===== src/core/sacs_regs.vh =====
`ifndef SACS_REGS_VH
`define SACS_REGS_VH
// converter geometry
`define SACS_RES_BITS       12
`define SACS_OFS_BITS       8
// trial code loaded at conversion start (octal 4000)
`define SACS_TRIAL_INIT     12'h800
// offset-binary zero for the fine offset dac
`define SACS_OFS_RST        8'h80
// settling times in ns and derived cycle counts at 200 MHz
`define SACS_CLK_MHZ        200
`define SACS_HOLD_NS        50
`define SACS_HOLD_CYC       ((`SACS_HOLD_NS * `SACS_CLK_MHZ + 999) / 1000)
`define SACS_TRIAL_NS       100
`define SACS_TRIAL_CYC      ((`SACS_TRIAL_NS * `SACS_CLK_MHZ + 999) / 1000)
// data buffer field layout
`define SACS_RES_LSB        0
`define SACS_OFS_LSB        0
`define SACS_DATA_BITS      16
`endif


===== src/core/sacs_timer.v =====
`timescale 1ns/1ps
// interval timer: pulses done after len cycles from a start pulse
module sacs_timer #(
	parameter W = 8
) (
	// clock and reset
	input  wire         mclk,
	input  wire         rst_n,
	input  wire         ce,
	// control
	input  wire         start,
	input  wire [W-1:0] len,
	// status
	output reg          done
);
	reg [W-1:0] cnt_q;
	reg         run_q;

	always @(posedge mclk or negedge rst_n) begin
		if (!rst_n) begin
			cnt_q <= {W{1'b0}};
			run_q <= 1'b0;
			done  <= 1'b0;
		end else if (ce) begin
			done <= 1'b0;
			if (start) begin
				cnt_q <= len;
				run_q <= 1'b1;
			end else if (run_q) begin
				if (cnt_q <= {{(W-1){1'b0}}, 1'b1}) begin
					run_q <= 1'b0;
					done  <= 1'b1;
				end else begin
					cnt_q <= cnt_q - {{(W-1){1'b0}}, 1'b1};
				end
			end
		end
	end
endmodule // sacs_timer


===== src/core/sacs_sar.v =====
`timescale 1ns/1ps
`include "sacs_regs.vh"
// successive-approximation register with a walking trial pointer
module sacs_sar #(
	parameter N = `SACS_RES_BITS
) (
	// clock and reset
	input  wire         mclk,
	input  wire         rst_n,
	input  wire         ce,
	// control
	input  wire         load,
	input  wire         decide,
	input  wire         cmp_pos,
	// state
	output reg  [N-1:0] code,
	output reg  [N-1:0] ptr,
	output wire         last
);
	assign last = ptr[0];

	always @(posedge mclk or negedge rst_n) begin
		if (!rst_n) begin
			code <= {N{1'b0}};
			ptr  <= {N{1'b0}};
		end else if (ce) begin
			if (load) begin
				code <= `SACS_TRIAL_INIT;
				ptr  <= `SACS_TRIAL_INIT;
			end else if (decide) begin
				if (cmp_pos)
					code <= (code & ~ptr) | (ptr >> 1);
				else
					code <= code | (ptr >> 1);
				ptr <= ptr >> 1;
			end
		end
	end
endmodule // sacs_sar


===== src/core/sacs_seq.v =====
`timescale 1ns/1ps
`include "sacs_regs.vh"

// Notes on behaviour
// - trial code starts at octal 4000
// - trial bits msb first down to lsb
// - latch comparator decision each trial end
// - positive summing node clears trial bit
// - after lsb copy sar to buffer
// - sample phase: preamp drives sample-hold
// - at start, hold then route to comparator
// - then negative channel or auto-zero ground
// - write-only offset field drives fine dac
// - offset field is 8-bit offset binary
// - offset code steady through conversion
// - sample phase enables addressed channel
// - single-ended hold: channels off, zero on
module sacs_seq #(
	parameter NCH   = 16,
	parameter CHW   = 4,
	parameter HOLDC = `SACS_HOLD_CYC,
	parameter TRIC  = `SACS_TRIAL_CYC
) (
	// clock and reset
	input  wire                       mclk,
	input  wire                       rst_n,
	input  wire                       ce,
	// software side
	input  wire                       start,
	input  wire [CHW-1:0]             chan_sel,
	input  wire                       single_ended_input,
	input  wire                       ofs_wr,
	input  wire [`SACS_DATA_BITS-1:0] wr_data,
	input  wire                       result_rd,
	output reg  [`SACS_DATA_BITS-1:0] data_buf_q,
	output reg                        done_q,
	output reg                        busy_q,
	// analog side
	input  wire                       cmp_pos,
	output reg  [`SACS_RES_BITS-1:0]  fb_dac_q,
	output reg  [`SACS_OFS_BITS-1:0]  ofs_dac_q,
	output reg                        track_q,
	output reg                        cmp_route_q,
	output reg  [NCH-1:0]             mux_en_q,
	output reg                        azero_q
);
	localparam S_IDLE  = 4'b0001;
	localparam S_HOLD  = 4'b0010;
	localparam S_TRIAL = 4'b0100;
	localparam S_DONE  = 4'b1000;

	reg  [3:0]                 st_q;
	reg  [3:0]                 st_d;
	reg  [`SACS_OFS_BITS-1:0]  ofs_shadow_q;
	reg  [CHW-1:0]             chan_q;
	reg                        se_q;
	reg                        tmr_start;
	reg  [7:0]                 tmr_len;
	wire                       tmr_done;
	wire [`SACS_RES_BITS-1:0]  code;
	wire [`SACS_RES_BITS-1:0]  ptr;
	wire                       last;
	wire                       sar_load;
	wire                       sar_decide;
	wire                       take_start;
	wire                       se_now;
	wire [CHW-1:0]             chan_now;
	wire [`SACS_OFS_BITS-1:0]  ofs_in;
	reg  [`SACS_OFS_BITS-1:0]  ofs_shadow_d;
	reg  [`SACS_OFS_BITS-1:0]  ofs_dac_d;
	reg  [CHW-1:0]             chan_d;
	reg                        se_d;
	reg  [`SACS_DATA_BITS-1:0] data_buf_d;
	reg                        done_d;
	reg                        busy_d;
	reg  [`SACS_RES_BITS-1:0]  fb_dac_d;
	reg                        track_d;
	reg                        cmp_route_d;
	reg  [NCH-1:0]             mux_en_d;
	reg                        azero_d;

	// one-hot decode of a channel number
	function [NCH-1:0] chan_hot;
		input [CHW-1:0] c;
		begin
			chan_hot = {{(NCH-1){1'b0}}, 1'b1} << c;
		end
	endfunction

	// pair partner for quasi-differential hold: channel number with its msb flipped, in the other half of the mux
	function [NCH-1:0] neg_hot;
		input [CHW-1:0] c;
		begin
			neg_hot = chan_hot(c ^ {1'b1, {(CHW-1){1'b0}}});
		end
	endfunction

	// fine offset field of a software write
	function [`SACS_OFS_BITS-1:0] ofs_field;
		input [`SACS_DATA_BITS-1:0] w;
		begin
			ofs_field = w[`SACS_OFS_LSB +: `SACS_OFS_BITS];
		end
	endfunction

	assign sar_load   = (st_q == S_HOLD) && tmr_done;
	assign sar_decide = (st_q == S_TRIAL) && tmr_done;
	assign take_start = (st_q == S_IDLE) && start;
	// mode and channel of the conversion being entered or running
	assign se_now     = take_start ? single_ended_input : se_q;
	assign chan_now   = take_start ? chan_sel : chan_q;
	assign ofs_in     = ofs_field(wr_data);

	sacs_timer #(
		.W(8)
	) u_tmr (
		.mclk  (mclk),
		.rst_n (rst_n),
		.ce    (ce),
		.start (tmr_start),
		.len   (tmr_len),
		.done  (tmr_done)
	);

	sacs_sar #(
		.N(`SACS_RES_BITS)
	) u_sar (
		.mclk    (mclk),
		.rst_n   (rst_n),
		.ce      (ce),
		.load    (sar_load),
		.decide  (sar_decide),
		.cmp_pos (cmp_pos),
		.code    (code),
		.ptr     (ptr),
		.last    (last)
	);

	// next state and timer kicks
	always @* begin
		st_d      = st_q;
		tmr_start = 1'b0;
		tmr_len   = 8'h00;
		case (st_q)
		S_IDLE: begin
			if (start) begin
				st_d      = S_HOLD;
				tmr_start = 1'b1;
				tmr_len   = HOLDC[7:0];
			end
		end
		S_HOLD: begin
			if (tmr_done) begin
				st_d      = S_TRIAL;
				tmr_start = 1'b1;
				tmr_len   = TRIC[7:0];
			end
		end
		S_TRIAL: begin
			if (tmr_done) begin
				if (last) begin
					st_d = S_DONE;
				end else begin
					tmr_start = 1'b1;
					tmr_len   = TRIC[7:0];
				end
			end
		end
		S_DONE: begin
			st_d = S_IDLE;
		end
		default: begin
			st_d = S_IDLE;
		end
		endcase
	end

	// next values of the registered outputs
	always @* begin
		ofs_shadow_d = ofs_shadow_q;
		ofs_dac_d    = ofs_dac_q;
		chan_d       = chan_q;
		se_d         = se_q;
		data_buf_d   = data_buf_q;
		done_d       = done_q;
		fb_dac_d     = fb_dac_q;
		busy_d       = (st_d != S_IDLE);
		track_d      = (st_d == S_IDLE);
		cmp_route_d  = (st_d != S_IDLE);
		mux_en_d     = mux_en_q;
		azero_d      = azero_q;
		// fine offset write, never read back
		if (ofs_wr) begin
			ofs_shadow_d = ofs_in;
		end
		if (st_q == S_IDLE && !start) begin
			ofs_dac_d = ofs_wr ? ofs_in : ofs_shadow_q;
		end
		if (take_start) begin
			chan_d = chan_sel;
			se_d   = single_ended_input;
		end
		case (st_d)
		S_IDLE: begin
			mux_en_d = chan_hot(chan_sel);
			azero_d  = 1'b0;
		end
		default: begin
			if (se_now) begin
				mux_en_d = {NCH{1'b0}};
				azero_d  = 1'b1;
			end else begin
				mux_en_d = neg_hot(chan_now);
				azero_d  = 1'b0;
			end
		end
		endcase
		if (sar_load) begin
			fb_dac_d = `SACS_TRIAL_INIT;
		end else if (st_q == S_TRIAL) begin
			fb_dac_d = code;
		end
		// result in low bits, upper zero
		if (st_q == S_DONE) begin
			data_buf_d = {{(`SACS_DATA_BITS-`SACS_RES_BITS){1'b0}}, code};
		end
		if (st_q == S_DONE) begin
			done_d = 1'b1;
		end else if (result_rd || take_start) begin
			done_d = 1'b0;
		end
	end

	always @(posedge mclk or negedge rst_n) begin
		if (!rst_n) begin
			st_q <= S_IDLE;
		end else if (ce) begin
			st_q <= st_d;
		end
	end

	// shadow keeps a mid-conversion write for the next idle cycle
	always @(posedge mclk or negedge rst_n) begin
		if (!rst_n) begin
			ofs_shadow_q <= `SACS_OFS_RST;
			ofs_dac_q    <= `SACS_OFS_RST;
		end else if (ce) begin
			ofs_shadow_q <= ofs_shadow_d;
			ofs_dac_q    <= ofs_dac_d;
		end
	end

	// mode latched at start so live inputs cannot disturb a conversion
	always @(posedge mclk or negedge rst_n) begin
		if (!rst_n) begin
			chan_q <= {CHW{1'b0}};
			se_q   <= 1'b0;
		end else if (ce) begin
			chan_q <= chan_d;
			se_q   <= se_d;
		end
	end

	// switches follow the next state, so they move together with busy
	always @(posedge mclk or negedge rst_n) begin
		if (!rst_n) begin
			busy_q      <= 1'b0;
			track_q     <= 1'b1;
			cmp_route_q <= 1'b0;
			mux_en_q    <= {NCH{1'b0}};
			azero_q     <= 1'b0;
		end else if (ce) begin
			busy_q      <= busy_d;
			track_q     <= track_d;
			cmp_route_q <= cmp_route_d;
			mux_en_q    <= mux_en_d;
			azero_q     <= azero_d;
		end
	end

	// fb dac lags the sar code by one cycle; trials must allow for it
	always @(posedge mclk or negedge rst_n) begin
		if (!rst_n) begin
			data_buf_q <= {`SACS_DATA_BITS{1'b0}};
			done_q     <= 1'b0;
			fb_dac_q   <= {`SACS_RES_BITS{1'b0}};
		end else if (ce) begin
			data_buf_q <= data_buf_d;
			done_q     <= done_d;
			fb_dac_q   <= fb_dac_d;
		end
	end
endmodule // sacs_seq


===== config.mk =====
export PLATFORM = sky130hd
export DESIGN_NAME = sacs_seq
export DESIGN_NICKNAME = d
export VERILOG_FILES = /design/src/core/sacs_timer.v /design/src/core/sacs_sar.v /design/src/core/sacs_seq.v
export VERILOG_INCLUDE_DIRS = /design/src /design/src/core
export SDC_FILE = /design/constraint.sdc
export NUM_CORES = 1
export LEC_CHECK = 0
export ABC_CLOCK_PERIOD_IN_PS = 3700
export BUFFER_PORTS_ARGS = -buffer_cell sky130_fd_sc_hd__buf_2
export CAP_MARGIN = 30
export CELL_PAD_IN_SITES_DETAIL_PLACEMENT = 1
export CELL_PAD_IN_SITES_GLOBAL_PLACEMENT = 2
export CORE_ASPECT_RATIO = 1.5
export CORE_MARGIN = 1
export CORE_UTILIZATION = 30
export CTS_CLUSTER_SIZE = 30
export DETAILED_ROUTE_END_ITERATION = 16
export PLACE_DENSITY_LB_ADDON = 0.1
export SKIP_LAST_GASP = 1
export SLEW_MARGIN = 20
export SYNTH_ARGS = -nofsm -noshare
export SYNTH_HDL_FRONTEND = slang
export SYNTH_HIERARCHICAL = 1
export SYNTH_SLANG_ARGS = --single-unit

===== constraint.sdc =====
create_clock -name mclk -period 3.7 [get_ports mclk]
set_clock_uncertainty 0.15 [all_clocks]
set_input_delay 0.185 -clock mclk [delete_from_list [all_inputs] [get_ports mclk]]
set_output_delay 0.185 -clock mclk [all_outputs]
set_load 0.05 [all_outputs]

==> out/qor.yml, run 1 <==
start_kind: "flop"
max_cap_viol_count: 0
worst_path_max_delay_cell: "or4b_1"
ios: 85
grt_first_pass_wirelength_microns: 22540
grt_max_degree: 56
rows: 57
nFillCells: 1858
drv_slew: 0
cp.required_ns: 3.81
path_delay_family: "simple AND/OR/NAND/NOR gates"
portBuffers: 72
grt.overflow.total: 0
cts_max_level: 3
die_area_sq_um: 17180
fp.dieW_microns: 107.3
vias: 3962
synth_cells: 466
fin_crit_ns: 2.948
grt_util_all_layers_pct: 16.77
dr.first_iter.drc_count: 134
wire_per_inst_microns: 17.92
worst_pin_slew_ns: 0.9585
syn_to_final_growth_pct: 18.77
grt_pass1_vias: 4217
fin_nets: 572
peakVddDrop_uv: 225.3
cp.arrival_ns: 3.06
syn_area_sq_um: 4994
critical_path_class: "reg -> reg"
critPathBufInv: 1
die_h_microns: 160.0
grt_busiest_layer: "met2"
layout.cells.non_filler: 753
grt_use_met2_pct: 29.47
coreArea_sq_um: 16260
cts_setup_buffers: 0
routed_wl_microns: 13490
viasPerCell: 5.262
drive_gt1_share_pct: 23.22
setup_tns_ns: 0
placedCellCount: 723
synth.avg_cell_area_sq_um: 10.72
globalRouteMet1Util_pct: 20.51
relSlewSlack_pct: 35.83
cpMostUsedCell: "nor2_1"
dpl.hpwl_microns: 9614
power_density_nw_per_um2: 636.5
max_stage_delay_ns: 0.69
setup_viol: 0
drtPass1Iterations: 4
grt_use_met3_pct: 2.816
cts_buffers: 9
start_util_pct: 30.71
status: "finished clean"
fin_util_pct: 36.47
cp_max_fo: 11
p_total_mw: 3.775
cts_resized: 0
crit_chain: "or4b_1, nor2_4, or2_1, inv_1, nor2_1, nor2_1, a22oi_1"
rsz0062_at_grt: "false"
clock_sinks: 103
root_buffer: "clkbuf_16"
hold_viol: 0
yosys_warnings: 6
cts_tree: "built"
min_path_type: "in -> reg"
ant_nets: 0
n_antenna_cell: 0
cts.clk_slew.worst_paths_ns: 0.07
routabilityCongestion: 0.7620
fmax_mhz: 339.2
power.leakage_nw: 2.755
clk_path_buf_depth: 2
clk_latency_ns: 0.35
drcViolationCount: 0
cp-end-kind: "flop"
period_share_pct: 79.68
antenna_found_initial: 0
cell usage in the layout, fill, tap and decap left out, drive strengths merged, types with 9 or more instances in the layout:
cell type	n
a211o	10
a32o	10
buf	80
clkbuf	11
dfrtp	99
dlygate4sd3	13
inv	19
mux2	26
mux2i	9
nand2	63
nand2b	9
nand4	11
nor2	13
nor2b	10
nor3b	10
nor4	11
o21ai	32
o221ai	16
power breakdown:
part	switching, mW	internal (mW)
clock	0.453	0.470
combinational	0.913	0.393
sequential	0.198	1.35
what timing repair did:
item | CTS | global route
hold endpoints to repair | 71 | 0
endpoints found under the setup margin | 0 | 0
hold buffers | 13 | 0
final cells by class:
cell class | count | area, sq um | area share (%)
Timing Repair Buffer | 94 | 558.0 | 9.409
Tap cell | 206 | 257.7 | 4.346
Inverter | 16 | 60.06 | 1.013
Sequential cell | 103 | 2582 | 43.54
Multi-Input combinational cell | 318 | 2188 | 36.90
Clock buffer | 10 | 229.0 | 3.861
Clock inverter | 6 | 55.05 | 0.9283
sequential cells by signal (all words and copies together), names as in the netlist, 4 cells and up:
signal / flops
chan_q: 4
u_sar/ptr: 12
ofs_shadow_q: 8
u_tmr/cnt_q: 8
mux_en_q: 16
fb_dac_q: 12
data_buf_q: 12
st_q: 4
ofs_dac_q: 8
u_sar/code: 12
routing by layer:
| layer | wire [microns] | part of all wire (%) |
|---|---|---|
| met3 | 375 | 2.8 |
| met4 | 253 | 1.9 |
| met1 | 5930 | 44 |
| met2 | 6933 | 51 |
| met5 | 0 | 0 |
final timing paths:
kind | start | to | slack, ns | depth (start not counted)
hold / removal | result_rd | done_q$_DFFE_PN0P_ | 0.02 | 3
setup reg to reg | st_q[0]$_DFFE_PN1P_ | u_tmr/cnt_q[0]$_DFFE_PN0P_ | 0.75 | 7
max in group asynchronous | rst_n | ofs_shadow_q[7]$_DFFE_PN1P_ | 2.23 | 3
hold reg to reg | ofs_dac_q[7]$_DFFE_PN1P_ | ofs_dac_q[7]$_DFFE_PN1P_ | 0.32 | 2
min in group asynchronous | rst_n | mux_en_q[15]$_DFFE_PN0P_ | 0.30 | 2
setup / recovery | st_q[0]$_DFFE_PN1P_ | u_tmr/cnt_q[0]$_DFFE_PN0P_ | 0.75 | 7
metrics by stage:
stage	hold WS (ns)	setup WS, ns	cell area, sq um
2_1_floorplan	-0.2606	1.303	5020
4_1_cts	0.009551	0.6988	5926
6_report	0.02434	0.7519	5931
3_5_place_dp	0.1475	0.7280	5512
5_1_grt	0.04598	0.4641	5931
3_3_place_gp	0.1434	0.7831	5512
worst register-to-register path: stages, from the launching register on:
cell,delay [ns]
dfstp_2,0.64
or4b_1,0.69
nor2_4,0.24
or2_1,0.37
inv_1,0.19
nor2_1,0.26
nor2_1,0.11
a22oi_1,0.21
No activity file was read; power rests on OpenSTA's default activity.
==> run 2, diff against run 1 <==
--- a/config.mk
+++ b/config.mk
@@ -6,7 +6,7 @@
 export SDC_FILE = /design/constraint.sdc
 export NUM_CORES = 1
 export LEC_CHECK = 0
-export ABC_CLOCK_PERIOD_IN_PS = 3700
+export ABC_CLOCK_PERIOD_IN_PS = 2400
 export BUFFER_PORTS_ARGS = -buffer_cell sky130_fd_sc_hd__buf_2
 export CAP_MARGIN = 30
 export CELL_PAD_IN_SITES_DETAIL_PLACEMENT = 1
==> constraint.sdc (replaced) <==
create_clock -name mclk -period 2.4 [get_ports mclk]
set_clock_uncertainty 0.15 [all_clocks]
set_input_delay 0.12 -clock mclk [delete_from_list [all_inputs] [get_ports mclk]]
set_output_delay 0.12 -clock mclk [all_outputs]
set_load 0.05 [all_outputs]
==> run 2 against run 1 <==
  * Sequential share of layout area decreased by 0.96 points
  * Count of clock-buffer cells in the layout unchanged
  * Cell count up 2.0%
  * Utilization grew 0.82 points
  * Setup slack got worse by 0.56 ns
  * Largest power group unchanged
  * Hold slack better by 0.053 ns
  * Critical path depth is 2 lower
  * Wire length increased by 0.10%
  * Total power grew 56%
  * Combinational power rose by 63%
  * Maximum frequency grew 34%
==> out/qor.yml, run 2 (synthesis results as in run 1) <==
clk_path_buf_depth: 2  # unchanged
hold_viol: 0  # unchanged
grt_max_degree: 44  # -21%
largest_reg_flops: 16  # unchanged
cts_max_level: 3  # unchanged
min_path_type: "in -> reg"
syn_to_final_growth_pct: 21.45
root_buffer: "clkbuf_16"
worst_pin_slew_ns: 0.6839  # -0.2746 ns
setup_tns_ns: 0  # unchanged
status: "finished clean"
preCtsSetupSlack_ns: 0.1357  # -0.5923 ns
n_antenna_cell: 0  # unchanged
die_h_microns: 160.0  # unchanged
setup_viol: 0  # unchanged
multi_input_area_sq_um: 2191  # +0.11%
cts_tree: "built"
ios: 85  # unchanged
power.leakage_nw: 2.837  # +3.0%
power_density_nw_per_um2: 969.6  # +52%
fin_nets: 587  # +2.6%
grt_util_all_layers_pct: 16.62  # -0.15 points
cts.clk_slew.worst_paths_ns: 0.07  # about the same
final_cell_mix: "dfrtp_1, buf_2, nand2_1"
start_kind: "flop"
drtPass1Iterations: 4  # unchanged
cp.required_ns: 2.43  # -1.38 ns
rows: 57  # unchanged
cts_buffers: 9  # unchanged
fmax_mhz: 453.0  # +34%
grt_pass1_vias: 4310  # +2.2%
portBuffers: 72  # unchanged
die_area_sq_um: 17180  # unchanged
antenna_found_initial: 0  # unchanged
fp.dieW_microns: 107.3  # unchanged
drive_gt1_share_pct: 25.09  # +1.9 points
fin_crit_ns: 2.207  # -0.7407 ns
routed_wl_microns: 13510  # +0.10%
relSlewSlack_pct: 54.41  # +19 points
grt_first_pass_wirelength_microns: 22590  # +0.21%
clock_sinks: 103  # unchanged
clk_latency_ns: 0.34  # about the same
top_register: "mux_en_q"
rsz0062_at_grt: "false"
dpl.hpwl_microns: 9815  # +2.1%
drv_slew: 0  # unchanged
regArea_sq_um: 2582  # unchanged
coreArea_sq_um: 16260  # unchanged
wire_per_inst_microns: 17.59  # -1.9%
grt.overflow.total: 0  # unchanged
cp.arrival_ns: 2.24  # -0.82 ns
nFillCells: 1832  # -1.4%
cp-end-kind: "flop"
final_common_cell: "dfrtp_1"
layout_setup_ws_ns: 0.1926  # -0.5593 ns
viasPerCell: 5.139  # -2.3%
start_util_pct: 30.71  # unchanged
drcViolationCount: 0  # unchanged
max_cap_viol_count: 0  # unchanged
critical_path_class: "reg -> reg"
routabilityCongestion: 0.7923  # +4.0%
dr.first_iter.drc_count: 123  # -8.2%
cp_max_fo: 10  # -1
ant_nets: 0  # unchanged
period_share_pct: 91.98  # +12 points
vias: 3947  # -0.38%
peakVddDrop_uv: 443.6  # +97%
-- run 2: critical path, cell delays in order (launching register included) --
cell	delay, ns
dfstp_2	0.53
buf_4	0.16
nor3b_1	0.28
a2bb2oi_1	0.23
o2111ai_1	0.50
o221ai_1	0.21
-- run 2: final timing paths --
kind	start	end	slack, ns	cells past startpoint
worst max-delay path	st_q[0]$_DFFE_PN1P_	mux_en_q[9]$_DFFE_PN0P_	0.19	5
worst min-delay path	cmp_pos	u_sar/code[11]$_DFFE_PN0P_	0.08	3
worst max register to register	st_q[0]$_DFFE_PN1P_	mux_en_q[9]$_DFFE_PN0P_	0.19	5
worst min register to register	ofs_dac_q[7]$_DFFE_PN1P_	ofs_dac_q[7]$_DFFE_PN1P_	0.32	2
max in group asynchronous	rst_n	ofs_dac_q[7]$_DFFE_PN1P_	1.33	3
min in group asynchronous	rst_n	mux_en_q[15]$_DFFE_PN0P_	0.11	2
-- run 2: layout make-up --
type | count | share of cell area [%]
Sequential cell | 103 | 42.58
Multi-Input combinational cell | 318 | 36.13
Timing Repair Buffer | 109 | 11.39
Tap cell | 206 | 4.250
Clock buffer | 10 | 3.776
Inverter | 16 | 0.9903
Clock inverter | 6 | 0.8871
-- run 2: timing repair --
item	CTS	global route
hold buffers	15	0
setup endpoints to repair	0	2
gates resized for setup	0	1
endpoints found under the hold margin	122	0
setup buffers	0	0
-- run 2: layer usage --
metal  wire [microns]  global-route usage, %  vias to the layer above  part of all wire (%)
met3              364                  2.367                       14                   2.7
met4              207                  4.608                        0                   1.5
li1                 -                      -                     1900                     -
met5                0                      0                        -                     0
met1             5902                  20.42                     1964                    44
met2             7033                  29.85                       69                    52
-- run 2: report_power, final --
group          internal, mW  total, mW  leakage [nW]  switching [mW]
combinational         0.681       2.14          1.38            1.46
sequential             2.08       2.34          1.32           0.258
clock                 0.723       1.40         0.136           0.679
-- run 2: through the flow --
step	instance area [sq um]	utilization [%]	hold slack (ns)	instances	total power, mW
finish	6065	37.30	0.07725	768	5.880
detailed placement	5629	34.62	-0.06574	737	4.512
global route	6065	37.30	0.07328	768	6.255
global placement	5629	34.62	-0.06494	737	4.461
floorplan	5020	-	-0.3256	473	3.900
CTS	6062	37.28	0.06118	768	5.973
